[src/rtl/txb_map.svh]
/*
  constants of the transmit buffer control block: command codes, control
  register fields, buffer sizes and serial clock timing.
  assumes nothing; included by the package and both ends.
*/
`ifndef TXB_MAP_SVH
`define TXB_MAP_SVH
// command byte: code in bits 7..5, argument in bits 4..0
`define TXB_CMD_WR_BUF   3'h0
`define TXB_CMD_RD_BUF   3'h1
`define TXB_CMD_WR_CTRL  3'h2
`define TXB_CMD_RD_STAT  3'h4
`define TXB_CMD_DEL_IRQ  3'h5
// control register 1 fields
`define TXB_OP_TX        3'h1
`define TXB_CR1_TRANSP   3
`define TXB_CR1_PATTERN  4
`define TXB_CR1_LVL_LO   5
`define TXB_CR1_FDX      7
// buffer and timing
`define TXB_DEPTH        16
`define TXB_THR_MAX      5'h10
`define TXB_HALF_SHIFT   3'h3
`define TXB_SCLK_HALF    8
// host register byte offsets and the two-byte bit of a command write
`define TXB_H_CMD        4'h0
`define TXB_H_RESP       4'h4
`define TXB_H_DIRECT     4'h8
`define TXB_H_TWO_BYTES  16
`endif

[src/rtl/txb_pkg.sv]
/*
  types shared by both ends of the transmit buffer control block.
  assumes txb_map.svh is on the include path.
*/
`include "txb_map.svh"
package txb_pkg;
  // device transmit sequencing
  typedef enum logic [2:0] {
    TXB_IDLE    = 3'b001,
    TXB_STARTUP = 3'b010,
    TXB_ACTIVE  = 3'b100
  } txb_tx_state_t;
  // host serial frame sequencing
  typedef enum logic [3:0] {
    TXB_H_IDLE = 4'b0001,
    TXB_H_LOW  = 4'b0010,
    TXB_H_HIGH = 4'b0100,
    TXB_H_END  = 4'b1000
  } txb_host_state_t;
endpackage

[src/rtl/txb_if.sv]
/*
  four-wire serial link plus interrupt pin between host and device.
  assumes the host drives sclk, cs_n and sdi; the device drives sdo, irq.
*/
`timescale 1ns/1ps
interface txb_if;
  logic sclk;   // serial clock, made by the host
  logic cs_n;   // frame select, active low
  logic sdi;    // host to device data, or direct tx level
  logic sdo;    // device to host data
  logic irq;    // interrupt, active high level
  modport dev  (input sclk, cs_n, sdi, output sdo, irq);
  modport host (output sclk, cs_n, sdi, input sdo, irq);
endinterface

[src/rtl/txb_dev.sv]
/*
  device end: control registers, 16 byte transmit buffer with byte counter,
  automatic manchester / nrz / transparent transmitter and interrupt pin.
  assumes link pins are asynchronous to clk and a pll lock input from
  the synthesizer.
*/
`timescale 1ns/1ps
`include "txb_map.svh"
module txb_dev
  import txb_pkg::*;
#(
  parameter int DEPTH = `TXB_DEPTH
)(
  // clock, reset, enable
  input  wire logic clk,
  input  wire logic nrst,
  input  wire logic ce,
  // serial link
  txb_if.dev        lnk,
  // radio side
  input  wire logic pll_lock_in,
  input  wire logic power_on_in,
  input  wire logic power_loss_in,
  input  wire logic rx_level_evt,
  input  wire logic rx_err_evt,
  input  wire logic bitcheck_ok_evt,
  output logic      pll_en,
  output logic      tx_on,
  output logic      tx_level,
  output logic      amplitude_not_frequency_sel
);
  generate
    if (DEPTH != 16)
      $error("txb_dev: depth must be 16");
  endgenerate

  // ==========================================================
  // input synchronisers
  wire  [5:0] async_in;      // raw asynchronous inputs
  logic       s1 [6];        // first stage
  logic       s2 [6];        // second stage
  assign async_in = {lnk.sclk, lnk.cs_n, lnk.sdi, pll_lock_in, power_on_in, power_loss_in};
  for (genvar i = 0; i < 6; i++) begin : g_sync
    // two flops per asynchronous input
    always_ff @(posedge clk or negedge nrst)
    begin
      if (!nrst) begin
        s1[i] <= 1'b0;
        s2[i] <= 1'b0;
      end else if (ce) begin
        s1[i] <= async_in[i];
        s2[i] <= s1[i];
      end
    end
  end
  wire sclk_s = s2[5];
  wire cs_n_s = s2[4];
  wire sdi_s  = s2[3];
  wire lock_s = s2[2];
  wire pon_s  = s2[1];
  wire ploss_s = s2[0];

  // ==========================================================
  // serial command decoder
  logic       sclk_d, pon_d, ploss_d;  // previous synchronised levels
  logic [2:0] bitcnt_reg;              // bit within byte
  logic [7:0] shin_reg;                // incoming shift
  logic       first_reg;               // next byte is a command
  logic [2:0] cmd_reg;                 // current command code
  logic [4:0] arg_reg;                 // current command argument
  logic       rd_active_reg;           // host is reading the buffer
  logic [7:0] dout_reg;                // outgoing shift
  logic       sdo_reg, irq_reg;
  logic [7:0] ctrl_reg [8];            // control registers 0..7
  logic [4:0] thr_reg;                 // start threshold

  wire       rise = sclk_s & ~sclk_d;
  wire       fall = ~sclk_s & sclk_d;
  wire       byte_done = rise & ~cs_n_s & (bitcnt_reg == 3'h7);
  wire [7:0] byte_val  = {shin_reg[6:0], sdi_s};
  wire       cmd_done  = byte_done & first_reg;
  wire       data_done = byte_done & ~first_reg;
  wire [2:0] op        = ctrl_reg[1][2:0];
  wire       transp    = ctrl_reg[1][`TXB_CR1_TRANSP];
  wire       pattern   = ctrl_reg[1][`TXB_CR1_PATTERN];
  wire [1:0] lvl_sel   = ctrl_reg[1][`TXB_CR1_LVL_LO +: 2];
  wire       fdx       = ctrl_reg[1][`TXB_CR1_FDX];
  wire       ctrl_wr   = data_done & (cmd_reg == `TXB_CMD_WR_CTRL);
  wire       ctrl_clr  = ctrl_wr & (arg_reg[2:0] == 3'h1 || arg_reg[2:0] >= 3'h4);
  wire       stat_rd   = cmd_done & (byte_val[7:5] == `TXB_CMD_RD_STAT);
  wire       del_irq   = cmd_done & (byte_val[7:5] == `TXB_CMD_DEL_IRQ);
  wire       rd_byte   = cmd_done ? (byte_val[7:5] == `TXB_CMD_RD_BUF)
                                  : (data_done & cmd_reg == `TXB_CMD_RD_BUF);

  // edge history
  always_ff @(posedge clk or negedge nrst)
  begin
    if (!nrst) begin
      sclk_d  <= 1'b0;
      pon_d   <= 1'b0;
      ploss_d <= 1'b0;
    end else if (ce) begin
      sclk_d  <= sclk_s;
      pon_d   <= pon_s;
      ploss_d <= ploss_s;
    end
  end

  // bit and byte framing, command latch
  always_ff @(posedge clk or negedge nrst)
  begin
    if (!nrst) begin
      bitcnt_reg    <= 3'h0;
      shin_reg      <= 8'h00;
      first_reg     <= 1'b1;
      cmd_reg       <= 3'h0;
      arg_reg       <= 5'h00;
      thr_reg       <= 5'h00;
      rd_active_reg <= 1'b0;
    end else if (ce) begin
      if (cs_n_s) begin
        // frame ended: restart at a command byte
        bitcnt_reg    <= 3'h0;
        first_reg     <= 1'b1;
        rd_active_reg <= 1'b0;
      end else if (rise) begin
        bitcnt_reg <= bitcnt_reg + 3'h1;
        shin_reg   <= byte_val;
      end
      if (cmd_done) begin
        first_reg     <= 1'b0;
        cmd_reg       <= byte_val[7:5];
        arg_reg       <= byte_val[4:0];
        rd_active_reg <= (byte_val[7:5] == `TXB_CMD_RD_BUF);
        if (byte_val[7:5] == `TXB_CMD_WR_BUF)
          thr_reg <= (byte_val[4:0] > `TXB_THR_MAX) ? `TXB_THR_MAX : byte_val[4:0];
      end
    end
  end

  // control register writes
  always_ff @(posedge clk or negedge nrst)
  begin
    if (!nrst) begin
      for (int k = 0; k < 8; k++)
        ctrl_reg[k] <= 8'h00;
    end else if (ce && ctrl_wr) begin
      ctrl_reg[arg_reg[2:0]] <= byte_val;
    end
  end

  // ==========================================================
  // transmit sequencing
  txb_tx_state_t st_reg, st_next;
  always_comb
  begin
    st_next = st_reg;
    case (st_reg)
      TXB_IDLE:    if (op == `TXB_OP_TX) st_next = TXB_STARTUP;
      TXB_STARTUP: if (lock_s) st_next = TXB_ACTIVE;
      TXB_ACTIVE:  st_next = TXB_ACTIVE;
      default:     st_next = TXB_IDLE;
    endcase
    if (op != `TXB_OP_TX)
      st_next = TXB_IDLE;
  end

  // state register
  always_ff @(posedge clk or negedge nrst)
  begin
    if (!nrst) st_reg <= TXB_IDLE;
    else if (ce) st_reg <= st_next;
  end

  // ==========================================================
  // buffer and pending byte counter
  logic [7:0] mem [DEPTH];
  logic [3:0] wp_reg, rp_reg;
  logic [4:0] cnt_reg, cnt_next;
  logic       busy_reg, started_reg, tx_done;
  wire        flush    = ctrl_clr & (st_reg != TXB_IDLE);
  wire        buf_push = data_done & (cmd_reg == `TXB_CMD_WR_BUF) & ~transp
                       & (st_reg != TXB_IDLE) & (cnt_reg < 5'(DEPTH));
  wire        buf_pop  = rd_byte & (cnt_reg != 5'h00);
  wire        tx_load  = ~busy_reg & (st_reg == TXB_ACTIVE) & ~transp & ~buf_pop
                       & (cnt_reg != 5'h00) & (started_reg | cnt_reg >= thr_reg);

  always_comb
  begin
    cnt_next = cnt_reg + {4'h0, buf_push} - {4'h0, buf_pop} - {4'h0, tx_done};
    if (flush)
      cnt_next = 5'h00;
  end

  // storage, pointers and counter
  always_ff @(posedge clk or negedge nrst)
  begin
    if (!nrst) begin
      wp_reg  <= 4'h0;
      rp_reg  <= 4'h0;
      cnt_reg <= 5'h00;
    end else if (ce) begin
      cnt_reg <= cnt_next;
      if (flush) begin
        wp_reg <= 4'h0;
        rp_reg <= 4'h0;
      end else begin
        if (buf_push) begin
          mem[wp_reg] <= byte_val;
          wp_reg      <= wp_reg + 4'h1;
        end
        if (buf_pop || tx_load)
          rp_reg <= rp_reg + 4'h1;
      end
    end
  end

  // ==========================================================
  // bit timing and symbol shaping
  logic [13:0] tim_reg;
  logic        half_reg;
  logic [2:0]  bitn_reg;
  logic [7:0]  txsh_reg;
  wire  [13:0] half_len = (14'(ctrl_reg[7][5:0]) + 14'h0001)
                        << ({1'b0, ctrl_reg[6][7:6]} + `TXB_HALF_SHIFT);
  wire         tick = busy_reg & (tim_reg == half_len - 14'h0001);
  assign tx_done = tick & half_reg & (bitn_reg == 3'h7);

  // byte serialiser, msb first
  always_ff @(posedge clk or negedge nrst)
  begin
    if (!nrst) begin
      busy_reg    <= 1'b0;
      started_reg <= 1'b0;
      tim_reg     <= 14'h0000;
      half_reg    <= 1'b0;
      bitn_reg    <= 3'h0;
      txsh_reg    <= 8'h00;
    end else if (ce) begin
      if (flush || st_reg != TXB_ACTIVE) begin
        busy_reg    <= 1'b0;
        started_reg <= 1'b0;
      end else if (tx_load) begin
        busy_reg    <= 1'b1;
        started_reg <= 1'b1;
        txsh_reg    <= mem[rp_reg];
        tim_reg     <= 14'h0000;
        half_reg    <= 1'b0;
        bitn_reg    <= 3'h0;
      end else if (tick) begin
        tim_reg  <= 14'h0000;
        half_reg <= ~half_reg;
        if (half_reg) begin
          txsh_reg <= {txsh_reg[6:0], 1'b0};
          bitn_reg <= bitn_reg + 3'h1;
          if (bitn_reg == 3'h7)
            busy_reg <= 1'b0;
        end
      end else if (busy_reg) begin
        tim_reg <= tim_reg + 14'h0001;
      end
    end
  end

  // modulator outputs
  always_ff @(posedge clk or negedge nrst)
  begin
    if (!nrst) begin
      pll_en   <= 1'b0;
      tx_on    <= 1'b0;
      tx_level <= 1'b0;
      amplitude_not_frequency_sel <= 1'b0;
    end else if (ce) begin
      pll_en <= (st_reg != TXB_IDLE);
      tx_on  <= (st_reg == TXB_ACTIVE) & (busy_reg | transp);
      amplitude_not_frequency_sel <= ctrl_reg[4][0];
      if (transp) begin
        if (cs_n_s)
          tx_level <= sdi_s;
      end else if (pattern)
        tx_level <= busy_reg & txsh_reg[7];
      else
        tx_level <= busy_reg & (txsh_reg[7] ~^ half_reg);
    end
  end

  // ==========================================================
  // interrupt flags, set wins over clear
  logic stat_flag, tx_flag, rx_flag, dup_flag;
  wire [4:0] lvl_val = (lvl_sel == 2'h0) ? 5'h01 : (lvl_sel == 2'h1) ? 5'h02 :
                       (lvl_sel == 2'h2) ? 5'h04 : 5'h0c;
  wire stat_ev = (ploss_s ^ ploss_d) | (pon_s & ~pon_d);
  wire tx_ev   = ~fdx & ~transp & (st_reg != TXB_IDLE) & (cnt_next != cnt_reg)
               & ((cnt_next == lvl_val) | (tx_done & cnt_next == 5'h00));
  wire rx_ev   = ~transp & ((~rd_active_reg & ~rd_byte & (rx_level_evt | rx_err_evt))
               | (bitcheck_ok_evt & ~pattern));
  wire dup_ev  = fdx & tx_done & (cnt_next == 5'h00);

  // sticky interrupt sources
  always_ff @(posedge clk or negedge nrst)
  begin
    if (!nrst) begin
      stat_flag <= 1'b0;
      tx_flag   <= 1'b0;
      rx_flag   <= 1'b0;
      dup_flag  <= 1'b0;
    end else if (ce) begin
      stat_flag <= stat_ev | (stat_flag & ~(stat_rd | del_irq));
      tx_flag   <= tx_ev | (tx_flag & ~(buf_push | ctrl_clr | del_irq));
      rx_flag   <= rx_ev | (rx_flag & ~(buf_pop | ctrl_clr | del_irq));
      dup_flag  <= dup_ev | (dup_flag & ~(buf_pop | ctrl_clr | del_irq));
    end
  end

  // ==========================================================
  // serial answer and pins
  wire [7:0] status = {pon_s, ploss_s, busy_reg, cnt_reg};
  always_ff @(posedge clk or negedge nrst)
  begin
    if (!nrst) begin
      dout_reg <= 8'h00;
      sdo_reg  <= 1'b0;
      irq_reg  <= 1'b0;
    end else if (ce) begin
      if (stat_rd)
        dout_reg <= status;
      else if (buf_pop)
        dout_reg <= mem[rp_reg];
      else if (fall && !cs_n_s && bitcnt_reg != 3'h0)
        dout_reg <= {dout_reg[6:0], 1'b0};
      sdo_reg <= dout_reg[7];
      irq_reg <= stat_flag | tx_flag | rx_flag | dup_flag;
    end
  end
  assign lnk.sdo = sdo_reg;
  assign lnk.irq = irq_reg;
endmodule

[src/flat_wrapper.sv]
// flat-port wrapper written by rule: the top's interface ports become plain ports
module txb_dev_flat import txb_pkg::*;
#(
  parameter int DEPTH = `TXB_DEPTH
)
  (clk, nrst, ce, pll_lock_in, power_on_in, power_loss_in, rx_level_evt, rx_err_evt, bitcheck_ok_evt, pll_en, tx_on, tx_level, amplitude_not_frequency_sel, lnk_sclk, lnk_cs_n, lnk_sdi, lnk_sdo, lnk_irq);
  txb_if lnk_i ();
  input  wire logic clk;
  input  wire logic nrst;
  input  wire logic ce;
  input  wire logic pll_lock_in;
  input  wire logic power_on_in;
  input  wire logic power_loss_in;
  input  wire logic rx_level_evt;
  input  wire logic rx_err_evt;
  input  wire logic bitcheck_ok_evt;
  output logic pll_en;
  output logic tx_on;
  output logic tx_level;
  output logic amplitude_not_frequency_sel;
  input wire logic [$bits(lnk_i.sclk)-1:0] lnk_sclk;
  input wire logic [$bits(lnk_i.cs_n)-1:0] lnk_cs_n;
  input wire logic [$bits(lnk_i.sdi)-1:0] lnk_sdi;
  output wire logic [$bits(lnk_i.sdo)-1:0] lnk_sdo;
  output wire logic [$bits(lnk_i.irq)-1:0] lnk_irq;
  assign lnk_i.sclk = lnk_sclk;
  assign lnk_i.cs_n = lnk_cs_n;
  assign lnk_i.sdi = lnk_sdi;
  assign lnk_sdo = lnk_i.sdo;
  assign lnk_irq = lnk_i.irq;
  txb_dev #(.DEPTH(DEPTH)) u_core (.clk(clk), .nrst(nrst), .ce(ce), .lnk(lnk_i), .pll_lock_in(pll_lock_in), .power_on_in(power_on_in), .power_loss_in(power_loss_in), .rx_level_evt(rx_level_evt), .rx_err_evt(rx_err_evt), .bitcheck_ok_evt(bitcheck_ok_evt), .pll_en(pll_en), .tx_on(tx_on), .tx_level(tx_level), .amplitude_not_frequency_sel(amplitude_not_frequency_sel));
endmodule
[config.mk]
export PLATFORM = sky130hd
export DESIGN_NAME = txb_dev_flat
export DESIGN_NICKNAME = d
export VERILOG_FILES = /design/src/rtl/txb_pkg.sv /design/src/rtl/txb_if.sv /design/src/rtl/txb_dev.sv /design/src/flat_wrapper.sv
export VERILOG_INCLUDE_DIRS = /design/src /design/src/rtl
export SDC_FILE = /design/constraint.sdc
export NUM_CORES = 1
export LEC_CHECK = 0
export ABC_CLOCK_PERIOD_IN_PS = 12000
export BUFFER_PORTS_ARGS = -buffer_cell sky130_fd_sc_hd__buf_2
export CORE_ASPECT_RATIO = 2
export CORE_UTILIZATION = 65
export CTS_CLUSTER_SIZE = 28
export DETAILED_ROUTE_END_ITERATION = 6
export PLACE_DENSITY_LB_ADDON = 0.1
export SYNTH_ARGS = -nofsm -noshare
export SYNTH_HDL_FRONTEND = slang
export SYNTH_SLANG_ARGS = --single-unit
[constraint.sdc]
create_clock -name clk -period 12 [get_ports clk]
set_input_delay 1.8 -clock clk [delete_from_list [all_inputs] [get_ports clk]]
set_output_delay 1.8 -clock clk [all_outputs]
set_load 0.03 [all_outputs]
==> metrics.csv, run 1 <==
stage,metric,value,unit
die,CORE AREA,18700,sq um
cts,Bufs on Longest Clock Path,3,
final_layout,Largest register FFs,128,
logic_synthesis,multiplexer share of the synthesized area,10.9,%
final_layout,cell area after layout,13400,sq um
die,FP Rows,71,
global_route,met1 Use GR,32.1,%
route,antenna-violating nets left,0,
sta,fin crit period,7.26,ns
logic_synthesis,count of cell types in the netlist,89,
worst_setup_path,startpoint types,flip-flop,
sta,WHS,0.488,ns
die,die width,99.5,microns
global_route,global route hottest layer,met2,
final_layout,Total Nets Final,1076,
global_route,met2 usage,57.9,%
route,final WL,30.2,mm
route,routed len/inst,23.1,microns
worst_setup_path,worst reg2reg path endpoint,u_core.tx_flag,
sta,Max Clk Rate,138,MHz
route,Remaining DRCs,0,
cts,Post-CTS Setup Bufs,0,
place,# port buffers,17,
place,"Cell Area, Placed",12600,sq um
power_and_ir_drop,power per cell area,145,nW/um^2
die,Die Footprint,19600,sq um
flow_run,number of max-cap violations,0,
global_route,GR Util All Layers,31.8,%
place,Placed Instances,1267,
logic_synthesis,Yosys top cell area share,31.1,%
final_layout,post-route insts no fill,1308,
worst_setup_path,CP Capture Type,flip-flop,
die,Starting Density,65.9,%
place,DP Wirelength,21.7,mm
cts,TritonCTS clock tree,yes,
power_and_ir_drop,Peak VDD IR,0.000144,V
min_path,Hold Crit Endpoint,u_core.rd_active_reg,
route,detailed-router iteration count before antenna repair,5,
cts,Post-CTS Resized,0,
cts,htree depth,1,
final_layout,synth-to-layout area growth,8.18,%
min_path,Hold Startpoint,u_core.rd_active_reg,
logic_synthesis,Ys Warns,0,
final_layout,ANT cells,0,
worst_setup_path,Reg2Reg Setup Slack,4.74,ns
global_route,vias in the first global route,8310,
logic_synthesis,simple-gate portion of the synthesized area,12.0,%
sta,final period utilization,60.5,%
global_route,met3 Use GR,4.01,%
logic_synthesis,sequential area share after synthesis,54.8,%
logic_synthesis,"area leader, netlist",edfxtp_1,
logic_synthesis,XOR/XNOR Fraction of Synth Area,2.10,%
min_path,Min-Delay Path Class,flip-flop to flip-flop,
logic_synthesis,Mapped Area,12400,sq um
logic_synthesis,average cell area after synthesis,11.9,sq um
sta,"Slew Viols, Final",0,
cts,CTS Buf Count,23,
die,Die Span Y,197,microns
worst_setup_path,R2R cell count,27,
global_route,Overflow after GRT,0,
sta,Layout Skew,0.0116,ns
final_layout,share of layout cells above drive strength 1,15.5,%
sta,Fin. Hold Viols,0,
place,GP Congestion,0.998,
logic_synthesis,Cells after Synth,1041,
status,status,finished clean,
sta,endpoints failing setup,0,
route,Vias/cell,6.44,
cts,Skew-Pair Late Insertion Delay,0.51,ns
logic_synthesis,area share of fa/ha/maj cells after synthesis,2.86,%
global_route,largest net degree at the start of global routing,61,
sta,actual slew at the worst max-slew pin,1.11,ns
route,total number of vias,8420,
cts,CTS sink count,245,
logic_synthesis,main combinational cell family by area after synthesis,compound AO/OA/AOI/OAI gates,
logic_synthesis,Synth Register Bits,245,
logic_synthesis,Synth async-reset ratio,47.8,%
logic_synthesis,Synth Area in Compound Gates,14.0,%
logic_synthesis,"Primary FF master, synth",edfxtp_1,
logic_synthesis,"EDFF count, synth",128,
global_route,global-route wire length before repair,46.0,mm
worst_setup_path,Crit path required time,12.43,ns
global_route,initial antenna violation count,0,
cts,clk root buf,clkbuf_16,
worst_setup_path,Max Fanout on Critical Path,27,
worst_setup_path,Worst Path Arrival,7.69,ns
final_layout,Final Core Density,71.3,%
sta,Slew HR,25.3,%
cts,clock transition at the registers of the reported paths,0.07,ns
power_and_ir_drop,Leak,5.14,nW
min_path,Hold Path Depth,2,
die,I/O pin total,18,
sta,setup tns final,0,ns
worst_setup_path,r2r startpoint,u_core.ctrl_reg[14],
route,drt initial violations,482,
worst_setup_path,Crit Path Category,flip-flop to flip-flop,
logic_synthesis,Mapped Nets,1080,
logic_synthesis,Synth area leaders,"edfxtp_1, dfrtp_1, mux2_2",
sta,RSZ-0062 raised after global routing,false,
cts,# hold bufs at CTS,0,
## worst max-delay path: stages, from the launching register on
cell and delay, ns:
dfrtp_1 0.82, inv_1 0.21, ha_1 0.79, nor2b_1 0.15, a21oi_1 0.42, nand2_1 0.10
o221ai_1 0.61, nand2_1 0.10, or3_1 0.38, o211a_1 0.24, nand2b_1 0.17, nor3_1 0.20
nand2_1 0.10, fa_1 0.39, inv_1 0.06, ha_1 0.14, inv_1 0.07, ha_1 0.27
a21oi_1 0.13, o21bai_1 0.09, xnor2_1 0.39, nor3_1 0.09, a31oi_1 0.18, o32a_1 0.18
nor2_1 0.04, a2111oi_0 0.55, o21ai_0 0.18, o21ai_1 0.14
## where the power goes
part | internal, W | switching (W) | leakage, nW | total [W]
logic | 0.0000666 | 0.0000844 | 2.12 | 0.000151
clock network | 0.000417 | 0.000309 | 0.356 | 0.000726
registers | 0.000961 | 0.000103 | 2.66 | 0.00106
## cells in the mapped netlist (18+ instances only)
cell        n
xnor2_1    20
dfrtp_1   115
nand2_1    68
nor2_1     55
nand3_1    18
ha_1       25
a21oi_1    56
o21ai_0    64
clkbuf_1   39
inv_1      37
mux2i_1    28
edfxtp_1  128
and2_1     19
mux2_2     54
## metal layers
metal | wire length, microns | share of wire [%]
met5 | 0 | 0
met4 | 2750 | 9.1
met3 | 1050 | 3.5
met2 | 16200 | 54
met1 | 10200 | 34
## layout by cell type (no fill, tap or decap), types with 8 or more instances in the layout
cell	n
edfxtp_1	128
dfrtp_1	114
nand2_1	68
o21ai_0	64
nor2_1	55
a21oi_1	55
mux2_2	54
inv_1	37
mux2i_1	28
ha_1	25
clkbuf_16	23
xnor2_1	20
and2_1	19
nand3_1	18
nor2b_1	16
mux4_2	16
buf_2	16
and3_1	15
nor3_1	15
a31oi_1	15
buf_4	15
a22oi_1	12
nand2b_1	11
nand3b_1	10
a21o_1	9
nor4_1	9
a221oi_1	8
## cell type report
class	count	area, sq um
well taps	255	319
inverters	39	146
flip-flops and latches	245	6780
repair buffers	31	193
clock buffers	24	579
clock inverters	17	173
multi-input cells	697	5180
fillers	1340	5380
## per-stage QoR
stage	power, W	setup WS [ns]
2_1_floorplan	0.00114	6.46
3_3_place_gp	0.00122	5.27
3_5_place_dp	0.00123	5.00
4_1_cts	0.00195	4.97
5_1_grt	0.00200	4.21
6_report	0.00194	4.74
## worst max path at each step
stage                     end           startpoint  slack [ns]  cells past startpoint
2_1_floorplan  u_core.tx_flag  u_core.ctrl_reg[14]        6.46                     29
6_report       u_core.tx_flag  u_core.ctrl_reg[14]        4.74                     27
5_1_grt        u_core.tx_flag  u_core.ctrl_reg[14]        4.21                     27
3_5_place_dp   u_core.tx_flag  u_core.ctrl_reg[14]        5.00                     27
4_1_cts        u_core.tx_flag  u_core.ctrl_reg[14]        4.97                     27
3_3_place_gp   u_core.tx_flag  u_core.ctrl_reg[14]        5.27                     23
## kinds of logic after synthesis
| logic type | after synthesis |
|---|---|
| AND/OR/NAND/NOR | 279 |
| AO/OA/AOI/OAI | 258 |
| flip-flops | 245 |
| multiplexers | 105 |
| buffers and inverters | 99 |
| XOR/XNOR | 28 |
| adder cells (fa/ha/maj) | 27 |
(Power assumes the default switching activity.)
==> run 2, diff against run 1 <==
ABC_CLOCK_PERIOD_IN_PS = 7280   (was 12000)
CORE_UTILIZATION = 63   (was 65)
clock period = 7.28 ns   (was 12 ns; I/O delays follow)
==> run 2 against run 1 <==
Net effect: power rose by 68%; global-route usage up 0.51 points; register-to-register slack worse by 3.9 ns; sequential share of layout area down 0.14 points; cell count is 0.23% higher; fmax rose by 13%; sequential cell count did not move; critical endpoint unchanged; largest cell class unchanged.
==> metrics.csv, run 2 (synthesized netlist as in run 1, its figures left out) <==
stage,metric,value,unit,change
status,status,finished clean,,unchanged
sta,setup tns final,0,ns,unchanged
worst_setup_path,Crit Path Category,flip-flop to flip-flop,,unchanged
flow_run,number of max-cap violations,0,,unchanged
route,total number of vias,8455,,was 8420
die,I/O pin total,18,,unchanged
worst_setup_path,Crit path required time,7.72,ns,was 12.43 ns
final_layout,most frequent cells in the layout,"edfxtp_1, dfrtp_1, nand2_1, o21ai_0",,unchanged
power_and_ir_drop,Leak,5.15,nW,was 5.14 nW
worst_setup_path,CP max-delay cell,ha_1,,was dfrtp_1
cts,Post-CTS Resized,0,,unchanged
final_layout,FILL cells,1477,,was 1340
worst_setup_path,CP Capture Type,flip-flop,,unchanged
final_layout,multi-input logic area,5180,sq um,unchanged
global_route,Overflow after GRT,0,,unchanged
die,Starting Density,64.1,%,was 65.9%
route,drt initial violations,607,,was 482
sta,RSZ-0062 raised after global routing,false,,unchanged
sta,Max Clk Rate,155,MHz,was 138 MHz
route,antenna-violating nets left,0,,unchanged
cts,htree depth,1,,unchanged
cts,TritonCTS clock tree,yes,,unchanged
global_route,global-route wire length before repair,47.6,mm,was 46.0 mm
sta,"Slew Viols, Final",0,,unchanged
die,die width,101,microns,was 99.5 microns
final_layout,ANT cells,0,,unchanged
worst_setup_path,Worst Path Arrival,6.89,ns,was 7.69 ns
sta,actual slew at the worst max-slew pin,1.12,ns,was 1.11 ns
worst_setup_path,Max Fanout on Critical Path,24,,was 27
sta,Slew HR,24.6,%,was 25.3%
die,CORE AREA,19300,sq um,was 18700 sq um
final_layout,synth-to-layout area growth,8.48,%,was 8.18%
cts,CTS Buf Count,23,,unchanged
final_layout,Largest register FFs,128,,unchanged
sta,Layout Skew,0.0146,ns,was 0.0116 ns
final_layout,Total Nets Final,1077,,was 1076
route,Vias/cell,6.45,,was 6.44
place,# port buffers,17,,unchanged
sta,final period utilization,88.5,%,was 60.5%
worst_setup_path,largest stage delay on the critical path,0.74,ns,was 0.82 ns
cts,Bufs on Longest Clock Path,3,,unchanged
final_layout,Reg area,6780,sq um,unchanged
place,DP Wirelength,21.7,mm,about the same
die,Die Span Y,200,microns,was 197 microns
route,final WL,31.0,mm,was 30.2 mm
sta,Setup WS post-layout,0.838,ns,was 4.74 ns
min_path,Min-Delay Path Class,flip-flop to flip-flop,,unchanged
worst_setup_path,Reg2Reg Setup Slack,0.84,ns,was 4.74 ns
cts,Skew-Pair Late Insertion Delay,0.51,ns,about the same
cts,clock transition at the registers of the reported paths,0.07,ns,about the same
place,Placed Instances,1272,,was 1267
power_and_ir_drop,Peak VDD IR,0.000277,V,was 0.000144 V
global_route,initial antenna violation count,0,,unchanged
cts,Post-CTS Setup Bufs,0,,unchanged
global_route,GR Util All Layers,32.3,%,was 31.8%
worst_setup_path,Crit path max-delay family,compound AO/OA/AOI/OAI gates,,unchanged
die,Die Footprint,20200,sq um,was 19600 sq um
global_route,vias in the first global route,8657,,was 8310
power_and_ir_drop,power per cell area,243,nW/um^2,was 145 nW/um^2
cts,CTS sink count,245,,unchanged
cts,# hold bufs at CTS,0,,unchanged
power_and_ir_drop,Pwr Total,0.00325,W,was 0.00194 W
place,pre-CTS setup slack,0.990,ns,was 5.00 ns
die,FP Rows,72,,was 71
sta,fin crit period,6.44,ns,was 7.26 ns
cts,clk root buf,clkbuf_16,,unchanged
final_layout,post-route insts no fill,1311,,was 1308
worst_setup_path,startpoint types,flip-flop,,unchanged
global_route,largest net degree at the start of global routing,73,,was 61
worst_setup_path,worst path bufs/invs,4,,was 3
sta,endpoints failing setup,0,,unchanged
route,routed len/inst,23.6,microns,was 23.1 microns
place,GP Congestion,0.931,,was 0.998
final_layout,"commonest non-fill, non-tap cell in the layout",edfxtp_1,,unchanged
route,detailed-router iteration count before antenna repair,5,,unchanged
sta,Fin. Hold Viols,0,,unchanged
final_layout,share of layout cells above drive strength 1,15.8,%,was 15.5%
route,Remaining DRCs,0,,unchanged
==> run 2: layout make-up <==
| type | instances | area share [%] |
|---|---|---|
| flip-flops and latches | 245 | 50.6 |
| repair buffers | 32 | 1.49 |
| clock buffers | 25 | 4.35 |
| well taps | 259 | 2.42 |
| multi-input cells | 697 | 38.6 |
| clock inverters | 14 | 1.44 |
| inverters | 39 | 1.09 |
==> run 2: metrics by stage <==
stage | hold WS (ns) | cell area [sq um] | utilization (%)
CTS | 0.479 | 13400 | 69.5
finish | 0.474 | 13400 | 69.5
floorplan | 0.443 | 12400 | -
detailed placement | 0.465 | 12600 | 65.5
global placement | 0.461 | 12600 | 65.5
global route | 0.507 | 13400 | 69.5
==> run 2: power breakdown <==
group / leakage, nW / internal [W] / switching [W]
registers: 2.66 / 0.00158 / 0.000174
clock network: 0.362 / 0.000724 / 0.000514
logic: 2.12 / 0.000110 / 0.000148
==> run 2: per-layer routing <==
metal	wire length (microns)	up-vias	global-route usage, %
met4	2760	0	26.5
li1	-	3913	-
met2	16500	254	58.7
met5	0	-	0
met3	1280	113	4.21
met1	10400	4175	32.5
==> run 2: worst paths after layout <==
check / depth (start not counted) / start / end
hold reg to reg: 1 / u_core.pll_en / u_core.pll_en
setup reg to reg: 27 / u_core.ctrl_reg[14] / u_core.tx_flag
max in group asynchronous: 2 / nrst / u_core.rp_reg[0]
hold / removal: 1 / u_core.pll_en / u_core.pll_en
min in group asynchronous: 1 / nrst / u_core.bitn_reg[2]
setup / recovery: 27 / u_core.ctrl_reg[14] / u_core.tx_flag
==> run 3, diff against run 2 <==
==> constraint.sdc (replaced) <==
create_clock -name clk -period 7.28 [get_ports clk]
set_input_delay 0 -clock clk [delete_from_list [all_inputs] [get_ports clk]]
set_output_delay 0 -clock clk [all_outputs]
set_load 0.03 [all_outputs]
==> run 3 against run 2 <==
Net effect: first-iteration DRC count down 11%; largest power group unchanged; cell count increased by 0.76%; sequential share of layout area shrank 0.21 points; critical endpoint unchanged; design area grew 0.41%.
==> metrics.csv, run 3 (synthesized netlist as in run 1, its figures left out) <==
stage,metric,value,unit,change
cts,Bufs on Longest Clock Path,3,,unchanged
final_layout,Final Core Density,69.8,%,was 69.5%
worst_setup_path,r2r startpoint,u_core.ctrl_reg[14],,unchanged
route,drt initial violations,538,,was 607
power_and_ir_drop,sequential share of power,55.0,%,was 54.0%
power_and_ir_drop,Leak,5.18,nW,was 5.15 nW
route,final WL,30.6,mm,was 31.0 mm
final_layout,Total Nets Final,1085,,was 1077
die,FP Rows,72,,unchanged
cts,Post-CTS Resized,0,,unchanged
global_route,Overflow after GRT,0,,unchanged
die,I/O pin total,18,,unchanged
sta,"Slew Viols, Final",0,,unchanged
worst_setup_path,Reg2Reg Setup Slack,0.89,ns,was 0.84 ns
power_and_ir_drop,clock power share,36.8,%,was 38.0%
final_layout,Largest register FFs,128,,unchanged
global_route,vias in the first global route,8481,,was 8657
final_layout,most frequent cells in the layout,"edfxtp_1, dfrtp_1, nand2_1, o21ai_0",,unchanged
die,die width,101,microns,unchanged
cts,TritonCTS clock tree,yes,,unchanged
die,Die Footprint,20200,sq um,unchanged
min_path,Min-Delay Path Class,input port to asynchronous set/reset pin,,was flip-flop to flip-flop
power_and_ir_drop,Peak VDD IR,0.000268,V,was 0.000277 V
worst_setup_path,Max Fanout on Critical Path,24,,unchanged
route,antenna-violating nets left,0,,unchanged
place,DP Wirelength,21.6,mm,was 21.7 mm
global_route,largest net degree at the start of global routing,73,,unchanged
cts,htree depth,1,,unchanged
sta,final period utilization,87.7,%,was 88.5%
die,Die Span Y,200,microns,unchanged
status,status,finished clean,,unchanged
power_and_ir_drop,power per cell area,238,nW/um^2,was 243 nW/um^2
sta,fin crit period,6.39,ns,was 6.44 ns
power_and_ir_drop,NetSw,0.000844,W,was 0.000836 W
sta,actual slew at the worst max-slew pin,1.10,ns,was 1.12 ns
final_layout,share of layout cells above drive strength 1,15.6,%,was 15.8%
sta,setup tns final,0,ns,unchanged
power_and_ir_drop,Combinational Power Share,8.2,%,was 7.9%
sta,RSZ-0062 raised after global routing,false,,unchanged
power_and_ir_drop,Int Power,0.00235,W,was 0.00242 W
final_layout,"commonest non-fill, non-tap cell in the layout",edfxtp_1,,unchanged
worst_setup_path,worst reg2reg path endpoint,u_core.tx_flag,,unchanged
cts,CTS sink count,245,,unchanged
worst_setup_path,Worst Path Arrival,6.83,ns,was 6.89 ns
final_layout,synth-to-layout area growth,8.92,%,was 8.48%
flow_run,number of max-cap violations,0,,unchanged
route,Remaining DRCs,0,,unchanged
cts,Skew-Pair Late Insertion Delay,0.52,ns,was 0.51 ns
cts,clock transition at the registers of the reported paths,0.07,ns,about the same
worst_setup_path,R2R cell count,23,,was 27
global_route,global-route wire length before repair,46.4,mm,was 47.6 mm
power_and_ir_drop,Pwr Total,0.00320,W,was 0.00325 W
sta,Max Clk Rate,157,MHz,was 155 MHz
worst_setup_path,startpoint types,flip-flop,,unchanged
global_route,GR Util All Layers,31.6,%,was 32.3%
cts,# hold bufs at CTS,9,,was 0
worst_setup_path,CP Capture Type,flip-flop,,unchanged
worst_setup_path,Crit Path Category,flip-flop to flip-flop,,unchanged
sta,Fin. Hold Viols,0,,unchanged
cts,CTS Buf Count,22,,was 23
sta,Layout Skew,0.0167,ns,was 0.0146 ns
final_layout,ANT cells,0,,unchanged
sta,endpoints failing setup,0,,unchanged
route,total number of vias,8454,,was 8455
sta,Slew HR,26.0,%,was 24.6%
power_and_ir_drop,Sw Share,26.4,%,was 25.7%
global_route,initial antenna violation count,0,,unchanged
die,CORE AREA,19300,sq um,unchanged
die,Starting Density,64.1,%,unchanged
place,# port buffers,17,,unchanged
route,Vias/cell,6.40,,was 6.45
route,routed len/inst,23.1,microns,was 23.6 microns
worst_setup_path,Crit path required time,7.72,ns,about the same
cts,clk root buf,clkbuf_16,,unchanged
place,GP Congestion,0.926,,was 0.931
cts,Post-CTS Setup Bufs,0,,unchanged
route,detailed-router iteration count before antenna repair,5,,unchanged
run 3: changes by cell type in the layout (fill, tap and decap cells not counted), moves of 2 or more:
cell / before / now
dlygate4sd3_1: 0 / 9
clkbuf_1: 2 / 0
bufinv_16: 4 / 2
clkinvlp_2: 3 / 1
clkinv_1: 0 / 3
clkinv_4: 1 / 6
run 3: routing by layer:
layer | vias to the layer above | global-route usage (%) | part of all wire, %
li1 | 3932 | - | -
met1 | 4193 | 31.5 | 34
met2 | 222 | 57.8 | 54
met3 | 107 | 3.06 | 3.0
met4 | 0 | 27.0 | 9.3
met5 | - | 0 | 0
run 3: through the flow:
step / instance area, sq um / hold WS [ns] / std cells / worst slack [ns]
finish: 13500 / 0.0409 / 1321 / 0.893
floorplan: 12400 / -0.296 / 1041 / 1.74
CTS: 13500 / 0.0511 / 1321 / 0.922
global route: 13500 / 0.106 / 1321 / 0.350
detailed placement: 12600 / 0.0576 / 1272 / 0.924
global placement: 12600 / 0.0567 / 1272 / 1.10
run 3: worst max-delay path by stage:
| stage | slack, ns | end | depth (start not counted) | start |
|---|---|---|---|---|
| 5_1_grt | 0.35 | u_core.tx_flag | 27 | u_core.ctrl_reg[14] |
| 3_5_place_dp | 0.92 | u_core.tx_flag | 27 | u_core.ctrl_reg[14] |
| 6_report | 0.89 | u_core.tx_flag | 23 | u_core.ctrl_reg[14] |
| 4_1_cts | 0.92 | u_core.tx_flag | 27 | u_core.ctrl_reg[14] |
| 2_1_floorplan | 1.74 | u_core.tx_flag | 29 | u_core.ctrl_reg[14] |
| 3_3_place_gp | 1.10 | u_core.tx_flag | 23 | u_core.ctrl_reg[14] |
run 3: critical path, stage by stage, from the launching register on:
cell,delay [ns]
dfrtp_1,0.34
inv_1,0.08
ha_1,0.75
inv_2,0.24
a211o_1,0.32
o2111ai_1,0.23
and2_1,0.24
a31oi_2,0.17
or4_1,0.55
o21ai_2,0.17
nand2b_1,0.10
nor3_1,0.18
nand2_1,0.10
fa_1,0.47
ha_1,0.20
ha_1,0.20
fa_1,0.62
nor4b_1,0.09
a31oi_1,0.15
o32a_1,0.21
nor2_1,0.05
a2111oi_0,0.53
o21ai_0,0.17
o21ai_1,0.14
run 3: layout make-up:
type / count / area (sq um)
fillers: 1486 / 5820
well taps: 259 / 324
inverters: 39 / 146
multi-input cells: 697 / 5180
repair buffers: 41 / 290
clock inverters: 17 / 165
clock buffers: 23 / 576
flip-flops and latches: 245 / 6780
run 3: power by group through the flow:
| stage | clock network (W) | logic, W | registers, W |
|---|---|---|---|
| 2_1_floorplan | 0 | 0.000192 | 0.00169 |
| 4_1_cts | 0.00119 | 0.000263 | 0.00176 |
| 5_1_grt | 0.00124 | 0.000292 | 0.00176 |
| 3_5_place_dp | 0 | 0.000257 | 0.00179 |
| 6_report | 0.00118 | 0.000261 | 0.00176 |
| 3_3_place_gp | 0 | 0.000248 | 0.00178 |
